[src/rtl/irq_pkg.sv]
// constants, register map and types of the timed interrupt and flush/clear block
//
// Operation
// - flush discards queued requests of every selected source, others untouched
// - mask: module 23..19, timed 18..15, edge 14..11, counter 10..5, edge 4..1
// - drop clear resets the dropped flag of each selected source
// - timed interval expiry of an enabled timer starts its handler
// - handler completion returns to the interrupted point of normal execution
// - autorun sets the timed enable on entry to executing mode; read only; the code sets it only where the interval is nonzero
// - entering executing mode loads the 16-bit millisecond interval into the counter
// - enabled timer triggers its handler once every loaded interval, repeatedly
// - interval is readable and writable at run time by the period set operation
// - running flag set while handler executes, cleared when handler finishes
// - read-only enable flag shows whether the timer is enabled
// - one executing and one queued per source; further trigger sets dropped flag
// - hardware and software writes set dropped flag; software reads, writes and clears it
// - queued flag set when handler cannot start, cleared when it starts
// - writing interval zero disables the timer and clears its enable
// - nonzero interval on an idle timer starts timing and sets enable
// - interval change while timing applies at once, count restarts from zero
package irq_pkg;
    // ==========================================
    // source mask layout
    localparam int SRC_W = 24;
    localparam int NUM_TIMERS = 4;
    localparam int TIMER_LSB = 15;
    localparam logic [23:0] SRC_MASK = 24'hfffffe; // bit 0 reserved
    // ==========================================
    // register offsets (byte addresses)
    localparam logic [7:0] FLUSH_OFS = 8'h00;
    localparam logic [7:0] CLEAR_OFS = 8'h04;
    localparam logic [7:0] DONE_OFS = 8'h08;
    localparam logic [7:0] EXEC_OFS = 8'h0c;
    localparam logic [7:0] QUEUED_OFS = 8'h10;
    localparam logic [7:0] DROPPED_OFS = 8'h14;
    localparam logic [7:0] INTERVAL_BASE = 8'h18;
    localparam logic [7:0] INTERVAL_LAST = 8'h24;
    localparam logic [7:0] STATUS_OFS = 8'h28;
    // ==========================================
    // reset values
    localparam logic [15:0] INTERVAL_RST = 16'h0000;
    localparam logic [31:0] PRDATA_RST = 32'h0000_0000;
    // ==========================================
    // timing
    localparam int MS_NS = 1000000;
    localparam int CLK_PERIOD_NS = 40;
    localparam int MS_CYCLES = MS_NS / CLK_PERIOD_NS;
    // ==========================================
    // per source request state, gray along idle, run, run with one queued
    typedef enum logic [1:0] {
        SLOT_IDLE = 2'b00,
        SLOT_RUN = 2'b01,
        SLOT_RUN_QUEUED = 2'b11
    } slot_state_type;
endpackage : irq_pkg

[src/rtl/slot_if.sv]
// request/handler signals between the controller and one source slot
`timescale 1ns/1ps
interface slot_if;
    logic trig;
    logic done;
    logic flush;
    logic clear;
    logic drop_wr;
    logic drop_wdata;
    logic exec;
    logic queued;
    logic dropped;
    modport ctrl (output trig, done, flush, clear, drop_wr, drop_wdata,
                  input exec, queued, dropped);
    modport slot (input trig, done, flush, clear, drop_wr, drop_wdata,
                  output exec, queued, dropped);
endinterface : slot_if

[src/rtl/interval_timer.sv]
// millisecond interval counter of one periodic interrupt
`timescale 1ns/1ps
module interval_timer
    import irq_pkg::*;
(
    // clock and reset
    input wire logic clock,
    input wire logic nrst,
    // control
    input wire logic ms_tick,
    input wire logic restart,
    input wire logic active,
    input wire logic [15:0] interval_ms,
    // event
    output logic expire
);
    logic [15:0] count;
    logic [15:0] next_count;
    logic next_expire;

    // count milliseconds, wrap to zero at the interval
    always_comb
    begin
        next_count = count;
        next_expire = 1'b0;
        if (restart || !active)
            next_count = 16'h0000;
        else if (ms_tick)
        begin
            if ({1'b0, count} + 17'h00001 >= {1'b0, interval_ms})
            begin
                next_count = 16'h0000;
                next_expire = 1'b1;
            end
            else
                next_count = count + 16'h0001;
        end
    end

    // register count and expiry pulse
    always_ff @(posedge clock)
    begin
        if (!nrst)
        begin
            count <= 16'h0000;
            expire <= 1'b0;
        end
        else
        begin
            count <= next_count;
            expire <= next_expire;
        end
    end
endmodule : interval_timer

[src/rtl/irq_slot.sv]
// one source: executing request, one queued request and dropped flag
`timescale 1ns/1ps
module irq_slot
    import irq_pkg::*;
(
    // clock and reset
    input wire logic clock,
    input wire logic nrst,
    // controller side
    slot_if.slot s
);
    slot_state_type state;
    slot_state_type next_state;
    logic dropped;
    logic next_dropped;
    logic e;
    logic q;

    // next request state; new trigger wins over flush, clear and done
    always_comb
    begin
        e = (state != SLOT_IDLE);
        q = (state == SLOT_RUN_QUEUED);
        next_dropped = dropped;
        if (s.drop_wr)
            next_dropped = s.drop_wdata;
        if (s.clear)
            next_dropped = 1'b0;
        if (s.flush)
            q = 1'b0;
        if (s.done)
        begin
            e = q;
            q = 1'b0;
        end
        if (s.trig)
        begin
            if (!e)
                e = 1'b1;
            else if (!q)
                q = 1'b1;
            else
                next_dropped = 1'b1;
        end
        next_state = q ? SLOT_RUN_QUEUED : (e ? SLOT_RUN : SLOT_IDLE);
    end

    // register request state
    always_ff @(posedge clock)
    begin
        if (!nrst)
        begin
            state <= SLOT_IDLE;
            dropped <= 1'b0;
        end
        else
        begin
            state <= next_state;
            dropped <= next_dropped;
        end
    end

    assign s.exec = (state != SLOT_IDLE);
    assign s.queued = (state == SLOT_RUN_QUEUED);
    assign s.dropped = dropped;
endmodule : irq_slot

[src/rtl/timed_interrupt_flush_clear.sv]
// user interrupt flush/clear and periodic timed interrupts behind an APB slave
`timescale 1ns/1ps
module timed_interrupt_flush_clear
    import irq_pkg::*;
#(
    parameter int MS_CYCLES_P = MS_CYCLES
)
(
    // clock and reset
    input wire logic clock,
    input wire logic nrst,
    // apb slave
    input wire logic psel,
    input wire logic penable,
    input wire logic pwrite,
    input wire logic [7:0] paddr,
    input wire logic [31:0] pwdata,
    output logic [31:0] prdata,
    output logic pready,
    output logic pslverr,
    // interrupt source pins
    input wire logic [4:0] module_irq,
    input wire logic [7:0] edge_irq,
    input wire logic [5:0] counter_irq,
    // controller mode and stored configuration
    input wire logic run_mode,
    input wire logic [3:0] autorun_flag,
    // handler status
    output logic handler_active,
    output logic [3:0] periodic_irq
);
    // ==========================================
    // decode helpers

    // true for one of the interval words
    function automatic logic ival_hit(input logic [7:0] a);
        return (a >= INTERVAL_BASE) && (a <= INTERVAL_LAST) && (a[1:0] == 2'b00);
    endfunction : ival_hit

    // timer number of an interval word
    function automatic logic [1:0] ival_idx(input logic [7:0] a);
        logic [7:0] d;
        d = a - INTERVAL_BASE;
        return d[3:2];
    endfunction : ival_idx

    // true for any word of the map
    function automatic logic is_mapped(input logic [7:0] a);
        return (a == FLUSH_OFS) || (a == CLEAR_OFS) || (a == DONE_OFS) || (a == EXEC_OFS)
            || (a == QUEUED_OFS) || (a == DROPPED_OFS) || (a == STATUS_OFS) || ival_hit(a);
    endfunction : is_mapped

    // ==========================================
    // pin synchronisers and edge detection

    localparam int SYNC_W = SRC_W + 5;
    logic [SYNC_W-1:0] raw;
    logic [SYNC_W-1:0] sy1;
    logic [SYNC_W-1:0] sy2;
    logic [SYNC_W-1:0] sy3;
    logic [SRC_W-1:0] pin_rise;
    logic run_s;
    logic run_rise;
    logic [3:0] auto_s;

    // gather pins in mask order; timed bits come from the timers
    assign raw = {autorun_flag, run_mode, module_irq, 4'h0, edge_irq[7:4], counter_irq,
                  edge_irq[3:0], 1'b0};

    // two stages before use, third stage for rising edges
    always_ff @(posedge clock)
    begin
        if (!nrst)
        begin
            sy1 <= '0;
            sy2 <= '0;
            sy3 <= '0;
        end
        else
        begin
            sy1 <= raw;
            sy2 <= sy1;
            sy3 <= sy2;
        end
    end

    assign pin_rise = sy2[SRC_W-1:0] & ~sy3[SRC_W-1:0] & SRC_MASK;
    assign run_s = sy2[SRC_W];
    assign run_rise = sy2[SRC_W] & ~sy3[SRC_W];
    assign auto_s = sy2[SYNC_W-1:SRC_W+1];

    // ==========================================
    // millisecond time base

    logic [15:0] pre;
    logic [15:0] next_pre;
    logic ms_tick;
    logic next_ms_tick;

    // divide the clock down to one pulse per millisecond
    always_comb
    begin
        next_ms_tick = 1'b0;
        next_pre = pre + 16'h0001;
        if (pre >= 16'(MS_CYCLES_P - 1))
        begin
            next_pre = 16'h0000;
            next_ms_tick = 1'b1;
        end
    end

    // register time base
    always_ff @(posedge clock)
    begin
        if (!nrst)
        begin
            pre <= 16'h0000;
            ms_tick <= 1'b0;
        end
        else
        begin
            pre <= next_pre;
            ms_tick <= next_ms_tick;
        end
    end

    // ==========================================
    // apb access phase

    logic access;
    logic wr_fire;
    logic [1:0] widx;
    logic [SRC_W-1:0] wmask;

    assign access = psel && penable && pready;
    assign wr_fire = access && pwrite;
    assign widx = ival_idx(paddr);
    assign wmask = pwdata[SRC_W-1:0] & SRC_MASK;

    // ==========================================
    // interval and enable state of the periodic interrupts

    logic [15:0] interval [NUM_TIMERS];
    logic [15:0] next_interval [NUM_TIMERS];
    logic [NUM_TIMERS-1:0] enable;
    logic [NUM_TIMERS-1:0] next_enable;
    logic [NUM_TIMERS-1:0] restart;
    logic [NUM_TIMERS-1:0] expire;

    // mode entry reloads; period set writes restart the count
    always_comb
    begin
        for (int i = 0; i < NUM_TIMERS; i++)
        begin
            next_interval[i] = interval[i];
            next_enable[i] = enable[i];
            restart[i] = 1'b0;
            if (run_rise)
            begin
                restart[i] = 1'b1;
                if (auto_s[i] && interval[i] != 16'h0000)
                    next_enable[i] = 1'b1;
            end
            if (wr_fire && ival_hit(paddr) && widx == 2'(i))
            begin
                next_interval[i] = pwdata[15:0];
                restart[i] = 1'b1;
                next_enable[i] = (pwdata[15:0] != 16'h0000);
            end
        end
    end

    // register interval and enable
    always_ff @(posedge clock)
    begin
        if (!nrst)
        begin
            for (int i = 0; i < NUM_TIMERS; i++)
                interval[i] <= INTERVAL_RST;
            enable <= '0;
        end
        else
        begin
            interval <= next_interval;
            enable <= next_enable;
        end
    end

    // one counter per periodic interrupt, counting only in executing mode
    for (genvar t = 0; t < NUM_TIMERS; t++)
    begin : g_timer
        interval_timer u_timer (
            .clock(clock),
            .nrst(nrst),
            .ms_tick(ms_tick),
            .restart(restart[t]),
            .active(enable[t] && run_s && interval[t] != 16'h0000),
            .interval_ms(interval[t]),
            .expire(expire[t])
        );
    end

    // ==========================================
    // per source request slots

    logic [SRC_W-1:0] trig_vec;
    logic [SRC_W-1:0] exec_vec;
    logic [SRC_W-1:0] queued_vec;
    logic [SRC_W-1:0] dropped_vec;

    // timer expiries join the pin events in mask order
    assign trig_vec = pin_rise | {5'h00, expire, 15'h0000};

    assign exec_vec[0] = 1'b0;
    assign queued_vec[0] = 1'b0;
    assign dropped_vec[0] = 1'b0;

    for (genvar g = 1; g < SRC_W; g++)
    begin : g_slot
        slot_if sl ();
        assign sl.trig = trig_vec[g];
        assign sl.done = wr_fire && paddr == DONE_OFS && wmask[g];
        assign sl.flush = wr_fire && paddr == FLUSH_OFS && wmask[g];
        assign sl.clear = wr_fire && paddr == CLEAR_OFS && wmask[g];
        assign sl.drop_wr = wr_fire && paddr == DROPPED_OFS;
        assign sl.drop_wdata = pwdata[g];
        assign exec_vec[g] = sl.exec;
        assign queued_vec[g] = sl.queued;
        assign dropped_vec[g] = sl.dropped;
        irq_slot u_slot (
            .clock(clock),
            .nrst(nrst),
            .s(sl.slot)
        );
    end

    // ==========================================
    // apb answer and status outputs

    logic [31:0] next_prdata;
    logic next_pready;
    logic next_pslverr;
    logic next_handler_active;
    logic [3:0] next_periodic_irq;

    // answer one cycle after setup; reads show live block state
    always_comb
    begin
        next_pready = psel && !penable;
        next_pslverr = 1'b0;
        next_prdata = PRDATA_RST;
        if (psel && !penable)
        begin
            next_pslverr = !is_mapped(paddr);
            if (!pwrite)
            begin
                if (paddr == EXEC_OFS)
                    next_prdata = {8'h00, exec_vec};
                else if (paddr == QUEUED_OFS)
                    next_prdata = {8'h00, queued_vec};
                else if (paddr == DROPPED_OFS)
                    next_prdata = {8'h00, dropped_vec};
                else if (ival_hit(paddr))
                    next_prdata = {16'h0000, interval[widx]};
                else if (paddr == STATUS_OFS)
                    next_prdata = {23'h000000, run_s, auto_s, enable};
            end
        end
        next_handler_active = |exec_vec;
        next_periodic_irq = exec_vec[TIMER_LSB+3:TIMER_LSB];
    end

    // register bus answer and status
    always_ff @(posedge clock)
    begin
        if (!nrst)
        begin
            prdata <= PRDATA_RST;
            pready <= 1'b0;
            pslverr <= 1'b0;
            handler_active <= 1'b0;
            periodic_irq <= 4'h0;
        end
        else
        begin
            prdata <= next_prdata;
            pready <= next_pready;
            pslverr <= next_pslverr;
            handler_active <= next_handler_active;
            periodic_irq <= next_periodic_irq;
        end
    end
endmodule : timed_interrupt_flush_clear

[config.mk]
export PLATFORM = sky130hd
export DESIGN_NAME = timed_interrupt_flush_clear
export DESIGN_NICKNAME = d
export VERILOG_FILES = /design/src/rtl/irq_pkg.sv /design/src/rtl/slot_if.sv /design/src/rtl/interval_timer.sv /design/src/rtl/irq_slot.sv /design/src/rtl/timed_interrupt_flush_clear.sv
export SDC_FILE = /design/constraint.sdc
export NUM_CORES = 1
export LEC_CHECK = 0
export ABC_AREA = 1
export CAP_MARGIN = 20
export CORE_MARGIN = 1.5
export CORE_UTILIZATION = 50
export CTS_CLUSTER_DIAMETER = 50
export DETAILED_ROUTE_END_ITERATION = 8
export DONT_BUFFER_PORTS = 1
export PLACE_DENSITY = 0.72
export SYNTH_ARGS = -nofsm -noshare
export SYNTH_HDL_FRONTEND = slang
export SYNTH_HIERARCHICAL = 1
export SYNTH_SLANG_ARGS = --single-unit
[constraint.sdc]
create_clock -name clock -period 3.31 [get_ports clock]
set_clock_uncertainty 0.15 [all_clocks]
set_input_delay 0.662 -clock clock [delete_from_list [all_inputs] [get_ports clock]]
set_output_delay 0.662 -clock clock [all_outputs]
set_load 0.005 [all_outputs]
### After elaboration in Yosys (flattened, before gate mapping)

Cells that the tools add are included.

| cells by class | value |
|---|---|
| equality and inequality tests | 32 |
| bitwise gates (word level) | 9 |
| $add $sub $neg | 10 |
| muxes and demuxes | 333 |
| magnitude comparators | 8 |
| reduce and logical (&&, ||, !) cells | 170 |

Operators with widths:

| cell | number |
|---|---|
| $mux 1 | 298 |
| $mux 16 | 7 |
| $logic_and 1x1->1 | 96 |
| $add 16x1->16 const B | 5 |
| $reduce_bool 16->1 | 5 |
| $mux 24 | 3 |
| $add 16x1->17 const B | 4 |
| $ge 17x16->1 | 4 |
| $reduce_bool 2->1 | 31 |
| $eq 2x2->1 const B | 25 |
| $mux 2 | 23 |
| $bmux 16 s2 | 1 |
| $and 24x24->24 | 1 |
| $not 24->24 | 1 |
| $or 24x19->24 | 1 |
| $reduce_or 23->1 | 1 |
| $eq 8x4->1 const B | 2 |
| $eq 8x5->1 const B | 2 |
| $ge 16x15->1 const B | 1 |
| $reduce_or 3->1 | 5 |
| $logic_or 1x1->1 | 11 |
| $reduce_and 2->1 | 5 |
| $reduce_or 2->1 | 5 |
| $mux 9 | 1 |
| other kinds (15) | 24 |

| word-level totals | value |
|---|---|
| logic and storage cells | 637 |
| input port bits | 69 |
| register bits | 344 |
| output and inout bits | 39 |

### Depth between registers and ports, before layout

| logic depth | value |
|---|---|
| depth in word-level cells | 10 |
| mapped depth | 19 |
| gate-level depth less buffers | 18 |

### By module

Netlist, hierarchy kept.

By module, submodules not included:

| module | sequential area each (sq um) | cells an instance | area an instance (sq um) | times used |
|---|---|---|---|---|
| timed_interrupt_flush_clear | 3683.5 | 1370 | 8637.0 | 1 |
| interval_timer | 340.3 | 230 | 1498.9 | 4 |
| irq_slot | 60.1 | 24 | 150.1 | 23 |

### Least setup slack after synthesis

No wires, ideal clock.

| timing path | value |
|---|---|
| path kind | input -> register |
| start point | input paddr[5] |
| end point | register g_slot[10].u_slot.dropped |
| arrival time | 3.048 ns |
| data required time | 3.035 ns |
| buffers on the path | 0 |
| setup time | 0.125 ns |
| slack | -0.014 ns |
| stages | 8 |
| path through | inv_1 > nand2_1 > nor2_1 > nand2_1 > nor2_1 > nand2_1 > o211ai_1 > o21ai_1 |

| on the way | value |
|---|---|
| elaborated cells between the ends (all ways) | 19 |
| those cells by class | eq/ne (3); mux (8); reduce/logical (8) |

RTL lines:

| item | line | text |
|---|---|---|
| from (decl) | timed_interrupt_flush_clear.sv:16 | `input wire logic [7:0] paddr,` |
| $eq 8x5->1 * | timed_interrupt_flush_clear.sv:225 | `assign sl.drop_wr = wr_fire && paddr == DROPPED_OFS;` |
| $logic_and 1x1->1 * | timed_interrupt_flush_clear.sv:225 |  |
| via g_slot[10].sl.drop_wr | slot_if.sv:8 | `logic drop_wr;` |
| $mux 1 * | irq_slot.sv:25 | `if (s.drop_wr)` |
| $mux 1 * | irq_slot.sv:27 | `if (s.clear)` |
| $mux 1 | irq_slot.sv:40 | `else if (!q)` |
| $mux 1 | irq_slot.sv:38 | `if (!e)` |
| $mux 1 * | irq_slot.sv:36 | `if (s.trig)` |
| to (signal assigned) | irq_slot.sv:59 | `dropped <= next_dropped;` |
| to (decl) | irq_slot.sv:14 | `logic dropped;` |

The timed path passes the listed nets; every way through them passes the cells marked *.
A chain may end at the register's enable or synchronous reset.

### Worst setup path in the final report

| timing path | value |
|---|---|
| start point | register g_timer[0].u_timer.count[0] |
| end point | register g_timer[0].u_timer.count[13] |

| on the way | value |
|---|---|
| word-level cells in the longest chain between the ends | 3 |
| elaborated cells between the ends (all ways) | 4 |
| those cells by class | add/sub (2); order compare (1); mux (1) |

RTL lines:

| item | line | text |
|---|---|---|
| from (decl) | interval_timer.sv:17 | `logic [15:0] count;` |
| from (signal assigned) | interval_timer.sv:50 | `count <= next_count;` |
| $add 16x1->17 | interval_timer.sv:30 | `if ({1'b0, count} + 17'h00001 >= {1'b0, interval_ms})` |
| $ge 17x16->1 | interval_timer.sv:30 |  |
| $mux 16 * | interval_timer.sv:30 |  |

Every way passes the cells marked *; elsewhere a longest branch is shown, timed or not.

==> qor.yml <==
avgSynthCellArea_sq_um: 6.36
grt_pass1_wl_um: 76300
fin_ws_ns: 0.315
worstSetupPathType: "flop to flop"
required_ns: 3.60
cts.sinks: 321
initial_core_util_pct: 50.8
gp_congestion: 0.910
tightest_slew_ns: 0.722
hp-start: "nrst"
dpl_worst_slack_ns: 0.394
die_y_um: 193
critical_path.reg2reg.startpoint: "g_timer[0].u_timer/count[0]$_SDFFE_PP0P_"
cpMaxStageDelayCell: "dfxtp_1"
cts_root_buffer: "clkbuf_16"
finalMaxSlewViolations: 0
first_iter_violations: 1376
drc: 0
grt_max_degree: 214
grt_pass1_vias: 15700
min_path_type: "primary input to flop"
crit_fanout: 14
cts_setup_buffers: 0
synthFlopType: "dfxtp_1"
p_int_w: 0.00716
power.share.switching_pct: 22.3
synth.top_cell.area_share_pct: 35.5
vias: 16600
post_drt_wl_per_cell_um: 14.1
design_area_sq_mm: 0.0200
min_period_ns: 3.00
hpwl_um: 34200
clockBufferDepth: 3
pwr-share-seq_pct: 42.9
fp-row-count: 69
nets: 2979
finalHoldWorstSlack_ns: 0.0419
synth_top_cell_by_area: "dfxtp_1"
synth_area_leaders: "dfxtp_1, nand2_1, nor2_1"
clkPwrFrac_pct: 54.3
p_per_area_mw_per_mm2: 460
p_sw_w: 0.00206
cp_common_cell: "nand2_1"
critical_path.cell_chain: "ha_1, nand3_1, inv_1, nand2_1, xor2_1, inv_1, ha_1, nand2_1, nor2_1, and2_1, nand2_1, nand3_1, nand2_1, nand2_2, nand2_4, nand2_4, nor2_1"
die_w_um: 193
leakagePower_nw: 10.2
worstSkewPairLatency_ns: 0.57
crit_arrival_ns: 3.28
worst_path_largest_cell_delay_ns: 0.42
ant_nets: 0
routed_wl_um: 47100
crit_start: "g_timer[0].u_timer/count[0]$_SDFFE_PP0P_"
report.final.setup_viol: 0
drive_above_1_share_pct: 8.18
rsz0062_at_grt: "false"
tritoncts: "yes"
setup-tns-final_ns: 0
relSlewSlack_pct: 51.9
ys_warn_count: 6
ys_ff_latch: 321
cts_buffers: 42
area_growth_syn_to_layout_pct: 10.7
dpl-instance-area_sq_mm: 0.0185
post-route-period-util_pct: 90.5
combPwrFrac_pct: 2.7
vias_per_cell: 4.99
end_kind: "flop"
hold_viol_final: 0
cts_hold_buf: 0
fmax_ghz: 0.334
drt_first_pass_iters: 6
final_util_pct: 56.3
async_flop_share_pct: 0
track_usage_pct: 25.8
fillCellCount: 3495
netlist_area_sq_mm: 0.0181
cts_htree_levels: 2
path_clk_slew_ns: 0.06
port_buffers: 0
ir_drop_mv: 0.442
core_area_sq_mm: 0.0356
grt_antenna_before_repair: 0
synth_seq_area_share_pct: 35.5
netlist-cell-type-count: 39
grt-ovfl-total: 0
die_area_sq_mm: 0.0373
postSynthCellCount: 2842
status: "finished clean"
cts_resized: 0
synth-edff-count: 0
start_kind: "flop"
ios: 108
drv_cap: 0
antenna_cells: 0
synthesized netlist by cell type, types with 2 or more instances:
library cell,count
o211ai_1,23
o2111ai_1,7
or2_2,24
a31o_2,4
mux2i_1,8
a31oi_1,2
o21a_1,4
nand4_1,26
clkbuf_1,31
nand2_1,738
nand3_1,135
nor4_1,8
o21bai_1,4
a21oi_1,44
ha_1,69
dfxtp_1,321
xnor2_1,10
buf_2,18
o21ai_1,30
nor3_1,6
nor2_1,529
buf_6,8
buf_4,12
o21ai_0,75
nand2_2,25
and2_1,4
nand2_4,10
nand4_4,3
inv_2,13
a21o_1,5
nor2_2,58
xor2_1,58
inv_1,524
layout by cell type (no fill, tap or decap), types with 26 or more instances in the layout:
cell type and count:
xor2_1 58, a21oi_1 44, nor2_1 528, ha_1 69, o21ai_1 30, nand3_1 135, dfxtp_1 320, clkbuf_16 42
nand2_1 738, nor2_2 58, inv_1 524, nand4_1 26, o21ai_0 75
per-layer routing:
| metal | up-vias | track usage, % | part of all wire, % |
|---|---|---|---|
| met5 | - | 0 | 0 |
| met4 | 0 | 10.6 | 3.4 |
| met3 | 103 | 4.20 | 6.4 |
| met2 | 456 | 44.2 | 47 |
| met1 | 7542 | 32.3 | 43 |
| li1 | 8547 | - | - |
power groups by stage:
stage / clock (W) / sequential [W] / combinational, W
2_1_floorplan: 0 / 0.00403 / 0.000237
3_3_place_gp: 0 / 0.00404 / 0.000243
3_5_place_dp: 0 / 0.00404 / 0.000249
4_1_cts: 0.00509 / 0.00396 / 0.000251
5_1_grt: 0.00525 / 0.00396 / 0.000289
6_report: 0.00500 / 0.00396 / 0.000252
kinds of logic (layout without fill, tap and decap cells):
family	Yosys count	in the layout	share of synthesized area [%]
and+or+nand+nor	1568	1568	36.3
xor gates and xnor gates	68	68	3.29
AOI/OAI and AO/OA	200	200	6.30
DFF	321	321	35.5
adders and majority gates	69	69	4.77
buffers and inverters	607	631	13.3
muxes	8	8	0.443
other	1	9	0.0207
cell type report:
class | instances | area, sq um | area share (%)
multi-input cells | 1922 | 9290 | 46.4
flip-flops and latches | 321 | 6430 | 32.1
inverters | 538 | 2020 | 10.1
clock buffers | 50 | 1150 | 5.75
well taps | 461 | 577 | 2.88
clock inverters | 27 | 402 | 2.01
repair buffers | 16 | 145 | 0.725
path summary, 6_finish.rpt:
kind,to,slack (ns),cells after the start
setup / recovery,g_timer[0].u_timer/count[13]$_SDFFE_PP0P_,0.31,17
hold / removal,sy1[13]$_SDFF_PN0_,0.04,2
hold reg to reg,sy2[21]$_SDFF_PN0_,0.26,2
setup reg to reg,g_timer[0].u_timer/count[13]$_SDFFE_PP0P_,0.31,17
metrics by stage:
stage / total power, W / instances
2_1_floorplan: 0.00426 / 2850
4_1_cts: 0.00930 / 3335
6_report: 0.00921 / 3335
3_5_place_dp: 0.00429 / 3258
3_3_place_gp: 0.00428 / 3258
5_1_grt: 0.00950 / 3335
sequential cells by signal, indices dropped and copies added (netlist names):
signal                   count
periodic_irq                 4
g_slot.u_slot/s.dropped     23
pslverr                      1
sy2                         24
handler_active               1
pready                       1
pre                         16
g_timer.u_timer/expire       4
sy3                         20
ms_tick                      1
enable                       4
sy1                         24
prdata                      24
interval                    64
g_timer.u_timer/count       64
g_slot.u_slot/state         46
worst max-delay path, delay by kind of cell (launching register included):
family	cells	cell delay, ns
AND/OR/NAND/NOR	12	1.35
XOR/XNOR	1	0.19
buffers and inverters	2	0.19
adder cells (fa/ha/maj)	2	0.57
flip-flops	1	0.42
Power figures use the tool's default switching activity.
